`config.mk`:
```
export PLATFORM = sky130hd
export DESIGN_NAME = sync_io_pins
export DESIGN_NICKNAME = d
export VERILOG_FILES = /design/src/core/sync_io_pkg.sv /design/src/core/sync_io_pins.sv
export SDC_FILE = /design/constraint.sdc
export NUM_CORES = 1
export LEC_CHECK = 0
export BUFFER_PORTS_ARGS = -buffer_cell sky130_fd_sc_hd__buf_2
export CORE_MARGIN = 2
export CORE_UTILIZATION = 36
export CTS_CLUSTER_DIAMETER = 150
export CTS_CLUSTER_SIZE = 14
export DETAILED_ROUTE_END_ITERATION = 8
export PLACE_DENSITY_LB_ADDON = 0.05
export SLEW_MARGIN = 15
export SYNTH_ARGS = -nofsm -noshare
export SYNTH_HDL_FRONTEND = slang
export SYNTH_SLANG_ARGS = --single-unit
```
`constraint.sdc`:
```
create_clock -name I_CLOCK -period 4.9 [get_ports I_CLOCK]
set_input_delay 0.98 -clock I_CLOCK [delete_from_list [all_inputs] [get_ports I_CLOCK]]
set_output_delay 0.98 -clock I_CLOCK [all_outputs]
set_load 0.005 [all_outputs]
```
`src/core/sync_io_pkg.sv`:
```
/*
   constants and types for the two configurable rear-panel sync/io pins.
   assumes a single 20 MHz clock and a plain address/strobe register port.
*/
package sync_io_pkg;

   // clock and pulse timing
   localparam int CLK_PERIOD_NS = 50;
   localparam int MIN_LOW_NS    = 30000;           // least low width of a sync pulse
   localparam int RISE_NS       = 10000;           // slowest pin rise after release
   localparam int MIN_LOW_CYC   = (MIN_LOW_NS + CLK_PERIOD_NS - 1) / CLK_PERIOD_NS;
   localparam int GUARD_CYC     = (RISE_NS + CLK_PERIOD_NS - 1) / CLK_PERIOD_NS;
   localparam int CNT_W         = 10;
   localparam logic [CNT_W-1:0] MIN_LOW_CNT = CNT_W'(MIN_LOW_CYC);
   localparam logic [CNT_W-1:0] GUARD_CNT   = CNT_W'(GUARD_CYC);

   // pins and register bus
   localparam int NPIN   = 2;
   localparam int PIN_ON = 0;                      // turn-on sync pin
   localparam int PIN_OFF = 1;                     // turn-off sync pin
   localparam int ADDR_W = 8;
   localparam int DATA_W = 32;
   localparam int PWM_W  = 16;

   // register byte addresses
   localparam logic [ADDR_W-1:0] ADDR_CFG       = 8'h00;
   localparam logic [ADDR_W-1:0] ADDR_ENABLE    = 8'h04;
   localparam logic [ADDR_W-1:0] ADDR_LEVEL     = 8'h08;
   localparam logic [ADDR_W-1:0] ADDR_PWM_RATE0 = 8'h10;
   localparam logic [ADDR_W-1:0] ADDR_PWM_DUTY0 = 8'h14;
   localparam logic [ADDR_W-1:0] ADDR_PWM_RATE1 = 8'h18;
   localparam logic [ADDR_W-1:0] ADDR_PWM_DUTY1 = 8'h1c;

   // field layout of the config register: one byte per pin
   localparam int CFG_PIN_STRIDE = 8;
   localparam int CFG_FIELD_W    = 5;

   typedef enum logic [1:0] {
      FUNC_SYNC   = 2'b00,
      FUNC_INPUT  = 2'b01,
      FUNC_OUTPUT = 2'b10
   } pin_func_t;

   typedef enum logic [1:0] {
      VAL_FALSE = 2'b00,
      VAL_TRUE  = 2'b01,
      VAL_PWM   = 2'b10
   } out_val_t;

   typedef struct packed {
      out_val_t  val;      // bits 4:3
      logic      flip;     // bit 2, polarity_flipped when set
      pin_func_t func;     // bits 1:0
   } pin_cfg_t;

   localparam pin_cfg_t CFG_RESET = '{val: VAL_FALSE, flip: 1'b0, func: FUNC_SYNC};
   localparam logic [PWM_W-1:0] PWM_RATE_RESET = 16'h0000;
   localparam logic [PWM_W-1:0] PWM_DUTY_RESET = 16'h0000;

   typedef struct packed {
      logic [PWM_W-1:0] rate;   // period in clock cycles
      logic [PWM_W-1:0] duty;   // cycles at logic 1 per period
   } pwm_cfg_t;

endpackage : sync_io_pkg

```
`src/core/sync_io_pins.sv`:
```
/*
   two configurable sync/io pins: sync function, level input or driven output.
   assumes pins arrive asynchronously, are pulled high outside, and software
   reaches the registers over a plain strobe port on the same clock.
*/
module sync_io_pins
   import sync_io_pkg::*;
(
   input  wire logic                          I_CLOCK,
   input  wire logic                          I_NRST,
   input  wire logic [sync_io_pkg::ADDR_W-1:0] I_ADDR,
   input  wire logic [sync_io_pkg::DATA_W-1:0] I_WDATA,
   input  wire logic                          I_WR,
   input  wire logic                          I_RD,
   output logic      [sync_io_pkg::DATA_W-1:0] O_RDATA,
   input  wire logic [sync_io_pkg::NPIN-1:0]   I_PIN,
   output logic      [sync_io_pkg::NPIN-1:0]   O_PIN,
   output logic      [sync_io_pkg::NPIN-1:0]   O_PIN_OE,
   output logic                               O_OUTPUT_ON
);
   import sync_io_pkg::*;

   // logic value to pin level: logic 1 is low unless flipped
   function automatic logic level_of(input logic value, input logic flip);
      level_of = ~(value ^ flip);
   endfunction : level_of

   pin_cfg_t               cfg_reg   [NPIN];
   pwm_cfg_t               pwm_reg   [NPIN];
   logic                   en_reg;
   logic                   en_next;
   logic [DATA_W-1:0]      rdata_reg;
   logic [DATA_W-1:0]      rdata_next;
   logic [NPIN-1:0]        pin_reg;
   logic [NPIN-1:0]        oe_reg;
   logic [NPIN-1:0]        level_reg;
   logic [NPIN-1:0]        detect;
   logic [NPIN-1:0]        emit_start;
   logic [NPIN-1:0]        pin_next;
   logic [NPIN-1:0]        oe_next;
   logic [NPIN-1:0]        level_next;

   // write strobe aimed at one register address,
   // shared by the global and the per-pin decodes
   function automatic logic wr_hit(input logic wr, input logic [ADDR_W-1:0] addr, input logic [ADDR_W-1:0] target);
      wr_hit = wr && (addr == target);
   endfunction : wr_hit

   // register decode
   wire wr_cfg    = wr_hit(I_WR, I_ADDR, ADDR_CFG);
   wire wr_enable = wr_hit(I_WR, I_ADDR, ADDR_ENABLE);
   wire sync_on   = (cfg_reg[PIN_ON].func == FUNC_SYNC) && detect[PIN_ON];
   wire sync_off  = (cfg_reg[PIN_OFF].func == FUNC_SYNC) && detect[PIN_OFF];

   // software command first, then peer pulses act on the current state
   assign en_next = wr_enable ? I_WDATA[0] :
                    (!en_reg && sync_on)  ? 1'b1 :
                    (en_reg && sync_off)  ? 1'b0 :
                    en_reg;

   // pulse requests on state edges
   assign emit_start[PIN_ON]  = en_next && !en_reg;
   assign emit_start[PIN_OFF] = !en_next && en_reg;

   // read mux, unmapped addresses read zero
   always_comb
   begin
      rdata_next = '0;
      if (I_RD)
      begin
         case (I_ADDR)
            ADDR_CFG:
            begin
               rdata_next[CFG_FIELD_W-1:0] = cfg_reg[0];
               rdata_next[CFG_PIN_STRIDE +: CFG_FIELD_W] = cfg_reg[1];
            end
            ADDR_ENABLE:    rdata_next[0] = en_reg;
            ADDR_LEVEL:     rdata_next[NPIN-1:0] = level_reg;
            ADDR_PWM_RATE0: rdata_next[PWM_W-1:0] = pwm_reg[0].rate;
            ADDR_PWM_DUTY0: rdata_next[PWM_W-1:0] = pwm_reg[0].duty;
            ADDR_PWM_RATE1: rdata_next[PWM_W-1:0] = pwm_reg[1].rate;
            ADDR_PWM_DUTY1: rdata_next[PWM_W-1:0] = pwm_reg[1].duty;
            default:        rdata_next = '0;
         endcase
      end
   end

   // output state; off after reset so no pulse
   // leaves the block before software or a peer turn-on pulse turns it on
   always_ff @(posedge I_CLOCK or negedge I_NRST)
   begin
      if (!I_NRST)
         en_reg <= 1'b0;
      else
         en_reg <= en_next;
   end

   // read answer stands one cycle, then falls back
   // to zero because the strobe is gone
   always_ff @(posedge I_CLOCK or negedge I_NRST)
   begin
      if (!I_NRST)
         rdata_reg <= '0;
      else
         rdata_reg <= rdata_next;
   end

   // pin drive and sampled level; released and high
   // after reset, matching the outside pull-up
   always_ff @(posedge I_CLOCK or negedge I_NRST)
   begin
      if (!I_NRST)
      begin
         pin_reg   <= '1;
         oe_reg    <= '0;
         level_reg <= '0;
      end
      else
      begin
         pin_reg   <= pin_next;
         oe_reg    <= oe_next;
         level_reg <= level_next;
      end
   end

   // per-pin logic: both pins are alike, only their
   // place in the output state machine differs
   // (bit 0 turns the output on, bit 1 turns it off)
   for (genvar i = 0; i < NPIN; i++)
   begin : g_pin
      logic             meta_reg;
      logic             sync_reg;
      logic [CNT_W-1:0] low_cnt_reg;
      logic [CNT_W-1:0] low_cnt_next;
      logic [CNT_W-1:0] tx_cnt_reg;
      logic [CNT_W-1:0] guard_cnt_reg;
      logic [PWM_W-1:0] pwm_cnt_reg;
      logic             hit_reg;

      wire [ADDR_W-1:0] rate_addr = ADDR_PWM_RATE0 + ADDR_W'(8 * i);
      wire [ADDR_W-1:0] duty_addr = ADDR_PWM_DUTY0 + ADDR_W'(8 * i);
      wire asserted  = (sync_reg == cfg_reg[i].flip);
      wire tx_active = (tx_cnt_reg != '0);
      wire quiet     = tx_active || (guard_cnt_reg != '0);
      // rate 0 and 1 both wrap every cycle; compare one bit wider so
      // that rate 0 cannot underflow into a very long period
      wire pwm_wrap  = (({1'b0, pwm_cnt_reg} + (PWM_W+1)'(1)) >= {1'b0, pwm_reg[i].rate});
      // sync emission only where this pin runs its sync function
      wire emit_here = emit_start[i] && (cfg_reg[i].func == FUNC_SYNC);
      wire pwm_bit   = (pwm_cnt_reg < pwm_reg[i].duty);

      // qualified low counter, held in reset while own pulse settles
      assign low_cnt_next = (quiet || !asserted) ? '0 :
                            (low_cnt_reg == MIN_LOW_CNT) ? low_cnt_reg :
                            low_cnt_reg + CNT_W'(1);
      // one detect per qualified pulse; a held low
      // does not detect again until it is released
      assign detect[i] = (low_cnt_next == MIN_LOW_CNT) && !hit_reg;
      assign level_next[i] = asserted;

      // pin drive by function
      always_comb
      begin
         case (cfg_reg[i].func)
            FUNC_SYNC:
            begin
               oe_next[i]  = tx_active || emit_start[i];
               pin_next[i] = level_of(1'b1, cfg_reg[i].flip);
            end
            FUNC_OUTPUT:
            begin
               oe_next[i] = 1'b1;
               case (cfg_reg[i].val)
                  VAL_TRUE:  pin_next[i] = level_of(1'b1, cfg_reg[i].flip);
                  VAL_PWM:   pin_next[i] = level_of(pwm_bit, cfg_reg[i].flip);
                  default:   pin_next[i] = level_of(1'b0, cfg_reg[i].flip);
               endcase
            end
            default:
            begin
               oe_next[i]  = 1'b0;
               pin_next[i] = 1'b1;
            end
         endcase
      end

      // two-flop synchroniser, idle high like the pulled-up wire;
      // only the second flop feeds any logic
      always_ff @(posedge I_CLOCK or negedge I_NRST)
      begin
         if (!I_NRST)
         begin
            meta_reg <= 1'b1;
            sync_reg <= 1'b1;
         end
         else
         begin
            meta_reg <= I_PIN[i];
            sync_reg <= meta_reg;
         end
      end

      // pin config and pwm settings, written by software only;
      // a new config takes effect on the following cycle
      always_ff @(posedge I_CLOCK or negedge I_NRST)
      begin
         if (!I_NRST)
         begin
            cfg_reg[i] <= CFG_RESET;
            pwm_reg[i] <= '{rate: PWM_RATE_RESET, duty: PWM_DUTY_RESET};
         end
         else
         begin
            if (wr_cfg)
               cfg_reg[i] <= pin_cfg_t'(I_WDATA[i*CFG_PIN_STRIDE +: CFG_FIELD_W]);
            if (wr_hit(I_WR, I_ADDR, rate_addr))
               pwm_reg[i].rate <= I_WDATA[PWM_W-1:0];
            if (wr_hit(I_WR, I_ADDR, duty_addr))
               pwm_reg[i].duty <= I_WDATA[PWM_W-1:0];
         end
      end

      // qualified low count; hit holds off a second detect
      // until the wire has been released once
      always_ff @(posedge I_CLOCK or negedge I_NRST)
      begin
         if (!I_NRST)
         begin
            low_cnt_reg <= '0;
            hit_reg     <= 1'b0;
         end
         else
         begin
            low_cnt_reg <= low_cnt_next;
            hit_reg     <= (low_cnt_next == MIN_LOW_CNT);
         end
      end

      // emitted pulse lasts one cycle beyond the qualified minimum, then a guard
      // covers the slow rise so the block never hears itself
      always_ff @(posedge I_CLOCK or negedge I_NRST)
      begin
         if (!I_NRST)
         begin
            tx_cnt_reg    <= '0;
            guard_cnt_reg <= '0;
         end
         else
         begin
            if (emit_here)
               tx_cnt_reg <= MIN_LOW_CNT;
            else if (tx_active)
               tx_cnt_reg <= tx_cnt_reg - CNT_W'(1);
            if (tx_active)
               guard_cnt_reg <= GUARD_CNT;
            else if (guard_cnt_reg != '0)
               guard_cnt_reg <= guard_cnt_reg - CNT_W'(1);
         end
      end

      // free-running pwm period counter, runs in every mode
      // so a switch into pwm output starts mid-period
      always_ff @(posedge I_CLOCK or negedge I_NRST)
      begin
         if (!I_NRST)
            pwm_cnt_reg <= '0;
         else
            pwm_cnt_reg <= pwm_wrap ? '0 : pwm_cnt_reg + PWM_W'(1);
      end
   end

   // every output comes straight from a flip-flop
   assign O_RDATA     = rdata_reg;
   assign O_PIN       = pin_reg;
   assign O_PIN_OE    = oe_reg;
   assign O_OUTPUT_ON = en_reg;

endmodule : sync_io_pins

```
==> results.cfg, run 1 <==
[synthesis]
synth_enable_flop_cells = 0
synth_cell_types = 67
ys_ff_latch = 195
synth_flop_cell = dfrtp_1
netlist_instances = 1108
synth_area_per_cell_um2 = 9.91
ys_warn_count = 0
ys_seq_area_frac = 0.445
async_flop_share = 1.00
synth_area_um2 = 11000

[pwr]
p_leak_nw = 5.76
peakVddDrop_v = 0.000250
pwr-share-clk = 0.395
p_switching_mw = 0.986
powerDensity_nw_per_um2 = 300
pwr-share-seq = 0.502
p_comb_frac = 0.103
p_sw_frac = 0.268
internal_power_mw = 2.70

[floorplanning]
die-area_um2 = 31900
core_um2 = 29900
fp.dieH_um = 179
io-pin-count = 83
num_rows = 63
initial_utilization = 0.368
die_x_um = 179

[detailed_routing]
m1WireLength_um = 14200
drt_wl_total_um = 26800
wl_met3_um = 601
top_layer = met4
ant_nets = 0
vias = 7824
drc = 0
wl_met2_um = 11900
first_pass_iters = 4
via_per_inst = 5.03
routedWlPerCell_um = 17.2
drt_iter0_markers = 370

[global_routing]
grt_max_degree = 88
grt_pass1_vias = 7678
grt_overflow = 0
grtUsageTotal = 0.179
antenna_found_initial = 0
grt_pass1_wl_um = 43500

[timing]
maxSlewHeadroom = 0.430
rsz0062_at_grt = no
fin_tns_setup_ns = 0
post-route-period-util = 0.727
fin_crit_ns = 3.56
skew_ns = 0.0175
fmax_mhz = 281
worst_pin_slew_ns = 0.848
finalHoldViolCount = 0
finalMaxSlewViolations = 0
final-setup-viol-count = 0

[finish]
regArea_um2 = 4890
antenna_cells = 0
final_net_count = 1279
syn_to_final_growth_pct = 11.7
largest_register_ffs = 64
drive_gt1_frac = 0.138
fin_cells = 1557
final_common_cell = dfrtp_1
fillers = 2968
final_cell_mix = dfrtp_1, nand2_1, inv_1, nor2_1, ha_1
multi_input_area_um2 = 5590

[place]
gp_congestion = 0.775
dp_cells = 1525
hpwlAfterDp_um = 19800
portBuffers = 50

[critical_path]
r2r_start = g_pin[1].tx_cnt_reg[0]$_DFFE_PN0P_
ff2ff_setup_slack_ns = 1.34
worstPathRequired_ns = 5.23
cp-startpoint = g_pin[1].tx_cnt_reg[0]$_DFFE_PN0P_
cp-start-kind = flip-flop
crit_path_max_fanout = 14
endpoint = g_pin[1].tx_cnt_reg[0]$_DFFE_PN0P_
cp-end-kind = flip-flop
crit_type = flip-flop to flip-flop
reg2regPathDepth = 9
critPathArrivalTime_ns = 3.89
worstReg2RegEnd = g_pin[1].tx_cnt_reg[0]$_DFFE_PN0P_

[clock_network]
cts_resized = 0
clkTransAtPathRegs_ns = 0.07
cts-hold-fix-buffers = 0
clk_latency_ns = 0.44
tritoncts = built
htreeDepth = 4
clk_root_buffer_cell = clkbuf_16
cts.sinks = 195
post_cts_buffers = 0
clockBufferDepth = 2
numCtsBuffers = 17

[run]
maxCapViolCount = 0

[status]
status = completed

[worst_hold_path]
hold_class = flip-flop to flip-flop
-- synth_stat cells, types with 8 or more instances --
cell type / count / area share
xor2_1: 26 / 0.021
nor4_1: 8 / 0.0046
or3_1: 16 / 0.0091
mux4_2: 14 / 0.029
nor2b_1: 19 / 0.011
dfrtp_1: 189 / 0.43
nand3_1: 34 / 0.015
ha_1: 79 / 0.090
mux2_2: 30 / 0.031
xnor2_1: 42 / 0.033
inv_1: 88 / 0.030
mux2i_1: 10 / 0.0091
o21ai_0: 64 / 0.029
nor3b_1: 20 / 0.014
nor3_1: 25 / 0.011
a22oi_1: 9 / 0.0061
a21o_1: 19 / 0.013
and3_1: 20 / 0.011
or4_1: 9 / 0.0061
clkbuf_1: 34 / 0.012
nand2b_1: 20 / 0.011
a211oi_1: 8 / 0.0055
nor2_1: 82 / 0.028
a21oi_1: 31 / 0.014
nand4_1: 18 / 0.010
nand2_1: 97 / 0.033
buf_4: 16 / 0.011
-- kinds of logic after synthesis --
family,share of synthesized area
AND/OR/NAND/NOR,0.192
flip-flops,0.445
AO/OA/AOI/OAI,0.0964
buffers and inverters,0.0538
adder cells (fa/ha/maj),0.0900
XOR/XNOR,0.0542
multiplexers,0.0686
other,0.000341
-- worst min-delay path by stage --
stage | from | slack, ns | to | cells past startpoint
6_report | g_pin[0].meta_reg$_DFF_PN1_ | 0.36 | g_pin[0].sync_reg$_DFF_PN1_ | 0
5_1_grt | g_pin[0].meta_reg$_DFF_PN1_ | 0.37 | g_pin[0].sync_reg$_DFF_PN1_ | 0
4_1_cts | g_pin[0].meta_reg$_DFF_PN1_ | 0.36 | g_pin[0].sync_reg$_DFF_PN1_ | 0
3_5_place_dp | g_pin[0].meta_reg$_DFF_PN1_ | 0.35 | g_pin[0].sync_reg$_DFF_PN1_ | 0
3_3_place_gp | g_pin[1].meta_reg$_DFF_PN1_ | 0.35 | g_pin[1].sync_reg$_DFF_PN1_ | 0
2_1_floorplan | g_pin[0].meta_reg$_DFF_PN1_ | 0.35 | g_pin[0].sync_reg$_DFF_PN1_ | 0
-- layer usage --
layer | vias to the layer above | global-route usage
met2 | 76 | 0.270
li1 | 3928 | -
met5 | - | 0
met4 | 0 | 0.0376
met1 | 3812 | 0.270
met3 | 8 | 0.0291
-- worst max-delay path: stages, from the launching register on --
cell and delay [ns]:
dfrtp_1 0.39, inv_1 0.11, ha_1 0.17, or3b_2 0.47
or4_4 0.55, or3_1 0.56, or4_1 0.60, nor3b_2 0.21
nand3_1 0.18, and3b_1 0.22
-- per-stage QoR --
step / utilization / setup WS, ns / instance area [um^2] / total power [mW] / hold slack [ns]
after floorplan: - / 1.51 / 11000 / 2.12 / 0.345
after global placement: 0.390 / 1.33 / 11700 / 2.26 / 0.347
after detailed placement: 0.390 / 1.31 / 11700 / 2.27 / 0.349
after CTS: 0.411 / 1.30 / 12300 / 3.75 / 0.361
after global routing: 0.411 / 0.950 / 12300 / 3.90 / 0.366
final: 0.411 / 1.34 / 12300 / 3.68 / 0.360
-- layout make-up --
class / instances / share of cell area
sequential: 195 / 0.398
timing repair buffer: 64 / 0.0307
tap: 390 / 0.0398
clock inverter: 12 / 0.0116
clock buffer: 20 / 0.0372
multi-input combinational: 787 / 0.455
inverter: 89 / 0.0272
-- power by group through the flow --
stage	registers [mW]	clock network, mW	logic, mW
2_1_floorplan	1.84	0	0.273
3_3_place_gp	1.88	0	0.382
3_5_place_dp	1.88	0	0.387
4_1_cts	1.85	1.51	0.388
5_1_grt	1.88	1.59	0.440
6_report	1.85	1.46	0.378
Note: power is estimated with default switching activity, not from simulation.
==> run 2: changes to the inputs <==
==> constraint.sdc (replaced) <==
create_clock -name I_CLOCK -period 3.11 [get_ports I_CLOCK]
set_input_delay 0.622 -clock I_CLOCK [delete_from_list [all_inputs] [get_ports I_CLOCK]]
set_output_delay 0.622 -clock I_CLOCK [all_outputs]
set_load 0.005 [all_outputs]
==> run 2 against run 1 <==
Net effect: power grew 53%; non-clock buffer count grew 43; critical path depth shrank 2; sequential cell count is the same; final area grew 3.4%; clock-buffer cell count shrank 1; final cell count grew 2.8%; register-to-register slack lost 1.3 ns; sequential share of layout area shrank 1.3 points; largest power group unchanged.
==> results.cfg, run 2 (same netlist as run 1, synthesis figures left out) <==
[detailed_routing]
drc = 0
vias = 8031
drt_wl_total_um = 27200
via_per_inst = 5.02
routedWlPerCell_um = 17.0
drt_iter0_markers = 403
first_pass_iters = 5
ant_nets = 0

[critical_path]
worstPathRequired_ns = 3.44
crit_cells = 7
crit_path_max_incr_delay_ns = 0.55
reg2regPathDepth = 7
cp-start-kind = flip-flop
crit_path_max_fanout = 5
path_cells = or4_4 -> or4_4 -> or3_4 -> or4_4 -> nor3b_4 -> nand3_1 -> and3b_1
cpMaxStageDelayCell = or4_4
cp-end-kind = flip-flop
crit_top_cell = or4_4
crit_buf_inv = 0
critPathArrivalTime_ns = 3.36
crit_type = flip-flop to flip-flop
crit_family = simple AND/OR/NAND/NOR gates

[timing]
finalHoldViolCount = 0
fin_tns_setup_ns = 0
rsz0062_at_grt = yes
post-route-period-util = 0.974
fmax_mhz = 330
skew_ns = 0.00953
maxSlewHeadroom = 0.635
finalMaxSlewViolations = 0
final-setup-viol-count = 0
worst_pin_slew_ns = 0.546
fin_crit_ns = 3.03

[clock_network]
clk_root_buffer_cell = clkbuf_16
clockBufferDepth = 2
clkTransAtPathRegs_ns = 0.07
cts.sinks = 195
htreeDepth = 4
tritoncts = built
numCtsBuffers = 17
clk_latency_ns = 0.45

[place]
gp_congestion = 0.803
portBuffers = 50
hpwlAfterDp_um = 20600
placed_cell_area_um2 = 12000

[worst_hold_path]
hold_class = primary input to asynchronous set/reset pin

[finish]
final_common_cell = dfrtp_1
regArea_um2 = 4890
syn_to_final_growth_pct = 15.5
final_area_um2 = 12700
post-route-util = 0.425
antenna_cells = 0
final_cell_mix = dfrtp_1, nand2_1, inv_1, nor2_1, ha_1
largest_register_ffs = 64
final_net_count = 1322
multi_input_area_um2 = 5690
fillers = 2974
drive_gt1_frac = 0.183

[global_routing]
grtUsageTotal = 0.180
grt_overflow = 0
grt_pass1_vias = 7955
grt_max_degree = 62
antenna_found_initial = 0
grt_pass1_wl_um = 43900

[floorplanning]
die-area_um2 = 31900
die_x_um = 179
num_rows = 63
core_um2 = 29900
initial_utilization = 0.368
fp.dieH_um = 179
io-pin-count = 83

[pwr]
p_leak_nw = 6.00
peakVddDrop_v = 0.000417
powerDensity_nw_per_um2 = 445

[status]
status = completed

[run]
maxCapViolCount = 0
-- run 2: cell types whose count changed in the layout (fill, tap and decap cells not counted), moves of 3 or more --
| cell | change |
|---|---|
| nor2_1 | -3 |
| buf_12 | +3 |
| inv_6 | -3 |
| nor2_2 | +3 |
| clkinv_4 | +4 |
| buf_4 | +40 |
-- run 2: area by class of cell --
type / count / share of cell area
multi-input combinational: 787 / 0.449
sequential: 195 / 0.385
timing repair buffer: 107 / 0.0581
tap: 390 / 0.0385
clock buffer: 19 / 0.0349
inverter: 89 / 0.0263
clock inverter: 13 / 0.00819
-- run 2: worst reg2reg max path, stage by stage (launching register included) --
cell and delay [ns]:
dfrtp_1 0.41, or4_4 0.55, or4_4 0.50, or3_4 0.36, or4_4 0.54, nor3b_4 0.24, nand3_1 0.12, and3b_1 0.21
-- run 2: worst paths after layout --
check | from | end | slack [ns]
worst min-delay path | I_NRST | g_pin[1].guard_cnt_reg[4]$_DFFE_PN0P_ | 0.16
worst max-delay path | g_pin[1].tx_cnt_reg[5]$_DFFE_PN0P_ | g_pin[1].tx_cnt_reg[0]$_DFFE_PN0P_ | 0.08
max in group asynchronous | I_NRST | g_pin[0].meta_reg$_DFF_PN1_ | 2.18
worst max register to register | g_pin[1].tx_cnt_reg[5]$_DFFE_PN0P_ | g_pin[1].tx_cnt_reg[0]$_DFFE_PN0P_ | 0.08
min in group I_CLOCK | I_PIN[1] | g_pin[1].meta_reg$_DFF_PN1_ | 0.28
worst min register to register | g_pin[0].meta_reg$_DFF_PN1_ | g_pin[0].sync_reg$_DFF_PN1_ | 0.36
-- run 2: metrics by stage --
step	power, mW	worst slack [ns]	cells	hold WS (ns)
after detailed placement	3.60	-0.0305	1565	0.347
after global routing	5.97	-0.0332	1600	0.187
after global placement	3.59	-0.0777	1565	0.348
after floorplan	3.33	0.00174	1123	0.326
final	5.65	0.0807	1600	0.157
after CTS	5.73	-0.00814	1597	0.171
-- run 2: where the power goes --
part	total [mW]	switching, mW	internal, mW	leakage, nW
clock	2.09	1.04	1.06	0.265
sequential	2.92	0.186	2.73	2.36
combinational	0.642	0.344	0.298	3.38
total	5.65	1.57	4.09	6.00
-- run 2: layer usage --
| metal | global-route usage | wire [um] | up-vias |
|---|---|---|---|
| met1 | 0.274 | 14400 | 3913 |
| met3 | 0.0299 | 692 | 17 |
| li1 | - | - | 4006 |
| met4 | 0.0437 | 300 | 0 |
| met5 | 0 | 0 | - |
| met2 | 0.264 | 11800 | 95 |
-- run 2: what timing repair did --
item | CTS | global route
endpoints found under the setup margin | 10 | 30
hold endpoints to repair | 0 | 0
buffers inserted | 0 | 3
pin swaps | 0 | 7
gates resized for setup | 2 | 20
hold buffers | 0 | 0
==> run 3: changes to the inputs <==
--- a/config.mk
+++ b/config.mk
@@ -5,6 +5,7 @@
 export SDC_FILE = /design/constraint.sdc
 export NUM_CORES = 1
 export LEC_CHECK = 0
+export ABC_AREA = 1
 export BUFFER_PORTS_ARGS = -buffer_cell sky130_fd_sc_hd__buf_2
 export CORE_MARGIN = 2
 export CORE_UTILIZATION = 36
==> run 3 against run 2 <==
Net effect: clock-buffer cell count fell by 1; fmax rose by 0.54%; sequential cell count did not move; die area rose by 1.4%; worst setup slack improved by 0.016 ns; largest power group unchanged; highest routed layer unchanged.
==> results.cfg, run 3 <==
[timing]
skew_ns = 0.00876
fin_tns_setup_ns = 0
finalHoldViolCount = 0
fmax_mhz = 332
worst_pin_slew_ns = 0.676
post-route-period-util = 0.969
rsz0062_at_grt = yes
final-setup-viol-count = 0
fin_crit_ns = 3.01
holdWs_ns = 0.144
finalMaxSlewViolations = 0
maxSlewHeadroom = 0.549

[synthesis]
synthSimpleGateAreaFrac = 0.218
synth_top_family_by_area = simple AND/OR/NAND/NOR gates
synth_area_per_cell_um2 = 8.07
synthTopCellsByCount = inv_1, nand2_1, dfrtp_1
synth_flop_cell = dfrtp_1
synth_enable_flop_cells = 0
yosysTopAreaCell = dfrtp_1
ys_ff_latch = 195
synth.top_cell.area_share = 0.424
ys_seq_area_frac = 0.438
netlist_instances = 1382
synthTopCellsByArea = dfrtp_1, inv_1, ha_1, nand2_1, nor2_1
synthXorXnorAreaFrac = 0.0330
async_flop_share = 1.00
yosys.area_share.adder = 0.0887
synth_cell_types = 50
synth_mux_area_frac = 0
ys_warn_count = 0
synth_area_um2 = 11100
synth_compound_area_frac = 0.110
yosysMostFrequentCell = inv_1

[pwr]
p_switching_mw = 2.22
pwr-share-seq = 0.424
p_leak_nw = 6.40
pwr-share-clk = 0.345
p_comb_frac = 0.231
p_sw_frac = 0.321
finalPower_mw = 6.92
peakVddDrop_v = 0.000370
internal_power_mw = 4.70
powerDensity_nw_per_um2 = 535

[detailed_routing]
drc = 0
drt_iter0_markers = 435
drt_wl_total_um = 28000
routedWlPerCell_um = 14.9
ant_nets = 0
first_pass_iters = 4
vias = 8808
via_per_inst = 4.70

[global_routing]
grt_overflow = 0
grtUsageTotal = 0.178
grt_max_degree = 71
grt_pass1_wl_um = 45600
grt_pass1_vias = 8575
antenna_found_initial = 0

[critical_path]
endpoint = g_pin[1].pwm_cnt_reg[15]$_DFF_PN0_
worstReg2RegEnd = g_pin[1].pwm_cnt_reg[15]$_DFF_PN0_
crit_type = flip-flop to flip-flop
r2r_start = g_pin[1].pwm_cnt_reg[1]$_DFF_PN0_
crit_path_max_fanout = 8
worstPathRequired_ns = 3.49
reg2regPathDepth = 18
cp-startpoint = g_pin[1].pwm_cnt_reg[1]$_DFF_PN0_
ff2ff_setup_slack_ns = 0.1
cp-start-kind = flip-flop
cp-end-kind = flip-flop
critPathArrivalTime_ns = 3.40

[clock_network]
tritoncts = built
cts.sinks = 195
clkTransAtPathRegs_ns = 0.08
clk_root_buffer_cell = clkbuf_16
htreeDepth = 4
clockBufferDepth = 2
clk_latency_ns = 0.45
cts-hold-fix-buffers = 0
numCtsBuffers = 17

[floorplanning]
num_rows = 64
initial_utilization = 0.365
die_x_um = 180
die-area_um2 = 32400
io-pin-count = 83
fp.dieH_um = 180
core_um2 = 30500

[finish]
final_net_count = 1591
final_cell_mix = inv_1, nand2_1, dfrtp_1, nor2_1, o21ai_0
syn_to_final_growth_pct = 16.0
largest_register_ffs = 64
antenna_cells = 0
drive_gt1_frac = 0.139
final_common_cell = inv_1
fillers = 3071
final_area_um2 = 12900

[place]
portBuffers = 50
placed_cell_area_um2 = 12000
hpwlAfterDp_um = 21000
gp_congestion = 0.789

[run]
maxCapViolCount = 0

[status]
status = completed

[worst_hold_path]
hold_class = primary input to asynchronous set/reset pin
## run 3: cell types whose count changed after synthesis, moves of 20 or more
cell,delta
xnor2_1,-34
nand2b_1,-20
nor2_1,+57
nand2_1,+145
mux2_2,-30
a21oi_1,+32
nor3b_1,-20
o21ai_0,+38
inv_1,+178
## run 3: cells by family after synthesis
logic type               Yosys count
AO/OA/AOI/OAI                    218
XOR/XNOR                          42
adder cells (fa/ha/maj)           79
buffers and inverters            309
flip-flops                       195
other                              1
AND/OR/NAND/NOR                  538
## run 3: worst min-delay path by stage
stage | start | end | cells after the start
3_3_place_gp | g_pin[1].meta_reg$_DFF_PN1_ | g_pin[1].sync_reg$_DFF_PN1_ | 0
6_report | I_NRST | g_pin[1].guard_cnt_reg[5]$_DFFE_PN0P_ | 1
3_5_place_dp | g_pin[1].meta_reg$_DFF_PN1_ | g_pin[1].sync_reg$_DFF_PN1_ | 0
5_1_grt | I_NRST | g_pin[1].guard_cnt_reg[5]$_DFFE_PN0P_ | 1
4_1_cts | I_NRST | g_pin[1].guard_cnt_reg[8]$_DFFE_PN0P_ | 1
2_1_floorplan | I_NRST | O_OUTPUT_ON$_DFF_PN0_ | 0
## run 3: cell type report
class,count,area [um^2],share of cell area
Clock inverter,14,195,0.0151
Timing Repair Buffer,90,601,0.0464
Inverter,268,1010,0.0780
Tap cell,396,495,0.0383
Sequential cell,195,4890,0.378
Clock buffer,18,429,0.0332
Multi-Input combinational cell,894,5320,0.411
## run 3: metal layers
layer | track usage | wire length, um
met1 | 0.255 | 14300
met2 | 0.282 | 12800
met3 | 0.0280 | 656
met4 | 0.0433 | 301
met5 | 0 | 0
## run 3: per-stage QoR
step | cells | setup WS [ns] | utilization
detailed placement | 1835 | -0.0688 | 0.394
global route | 1875 | -0.155 | 0.424
global placement | 1835 | -0.0155 | 0.394
CTS | 1870 | 0.0119 | 0.417
finish | 1875 | 0.0969 | 0.424
floorplan | 1397 | 0.166 | -
## run 3: timing repair
item | in CTS | in global routing
endpoints found under the setup margin | 16 | 32
cloned | 1 | 0
gates resized for setup | 11 | 32
pin swaps | 7 | 24
buffers inserted | 2 | 5
## run 3: worst max-delay path, stage by stage, from the launching register on
cell and delay, ns:
dfrtp_1 0.38, ha_2 0.22, nand3_4 0.09, nor2_4 0.11, nand3_2 0.07, nand3b_1 0.19
or2_4 0.29, xor2_2 0.17, inv_2 0.06, ha_4 0.22, nand2_1 0.08, nor2_1 0.05
a211oi_1 0.19, o21ai_1 0.12, a21oi_2 0.13, o21ai_1 0.10, nand2_2 0.14, o311ai_4 0.19
nor2_1 0.15
## run 3: power groups by stage
stage / clock network, mW / registers (mW) / logic, mW
detailed placement: 0 / 2.97 / 1.40
global placement: 0 / 2.97 / 1.39
floorplan: 0 / 2.93 / 0.984
global route: 2.56 / 2.97 / 1.83
CTS: 2.47 / 2.93 / 1.60
finish: 2.39 / 2.94 / 1.60
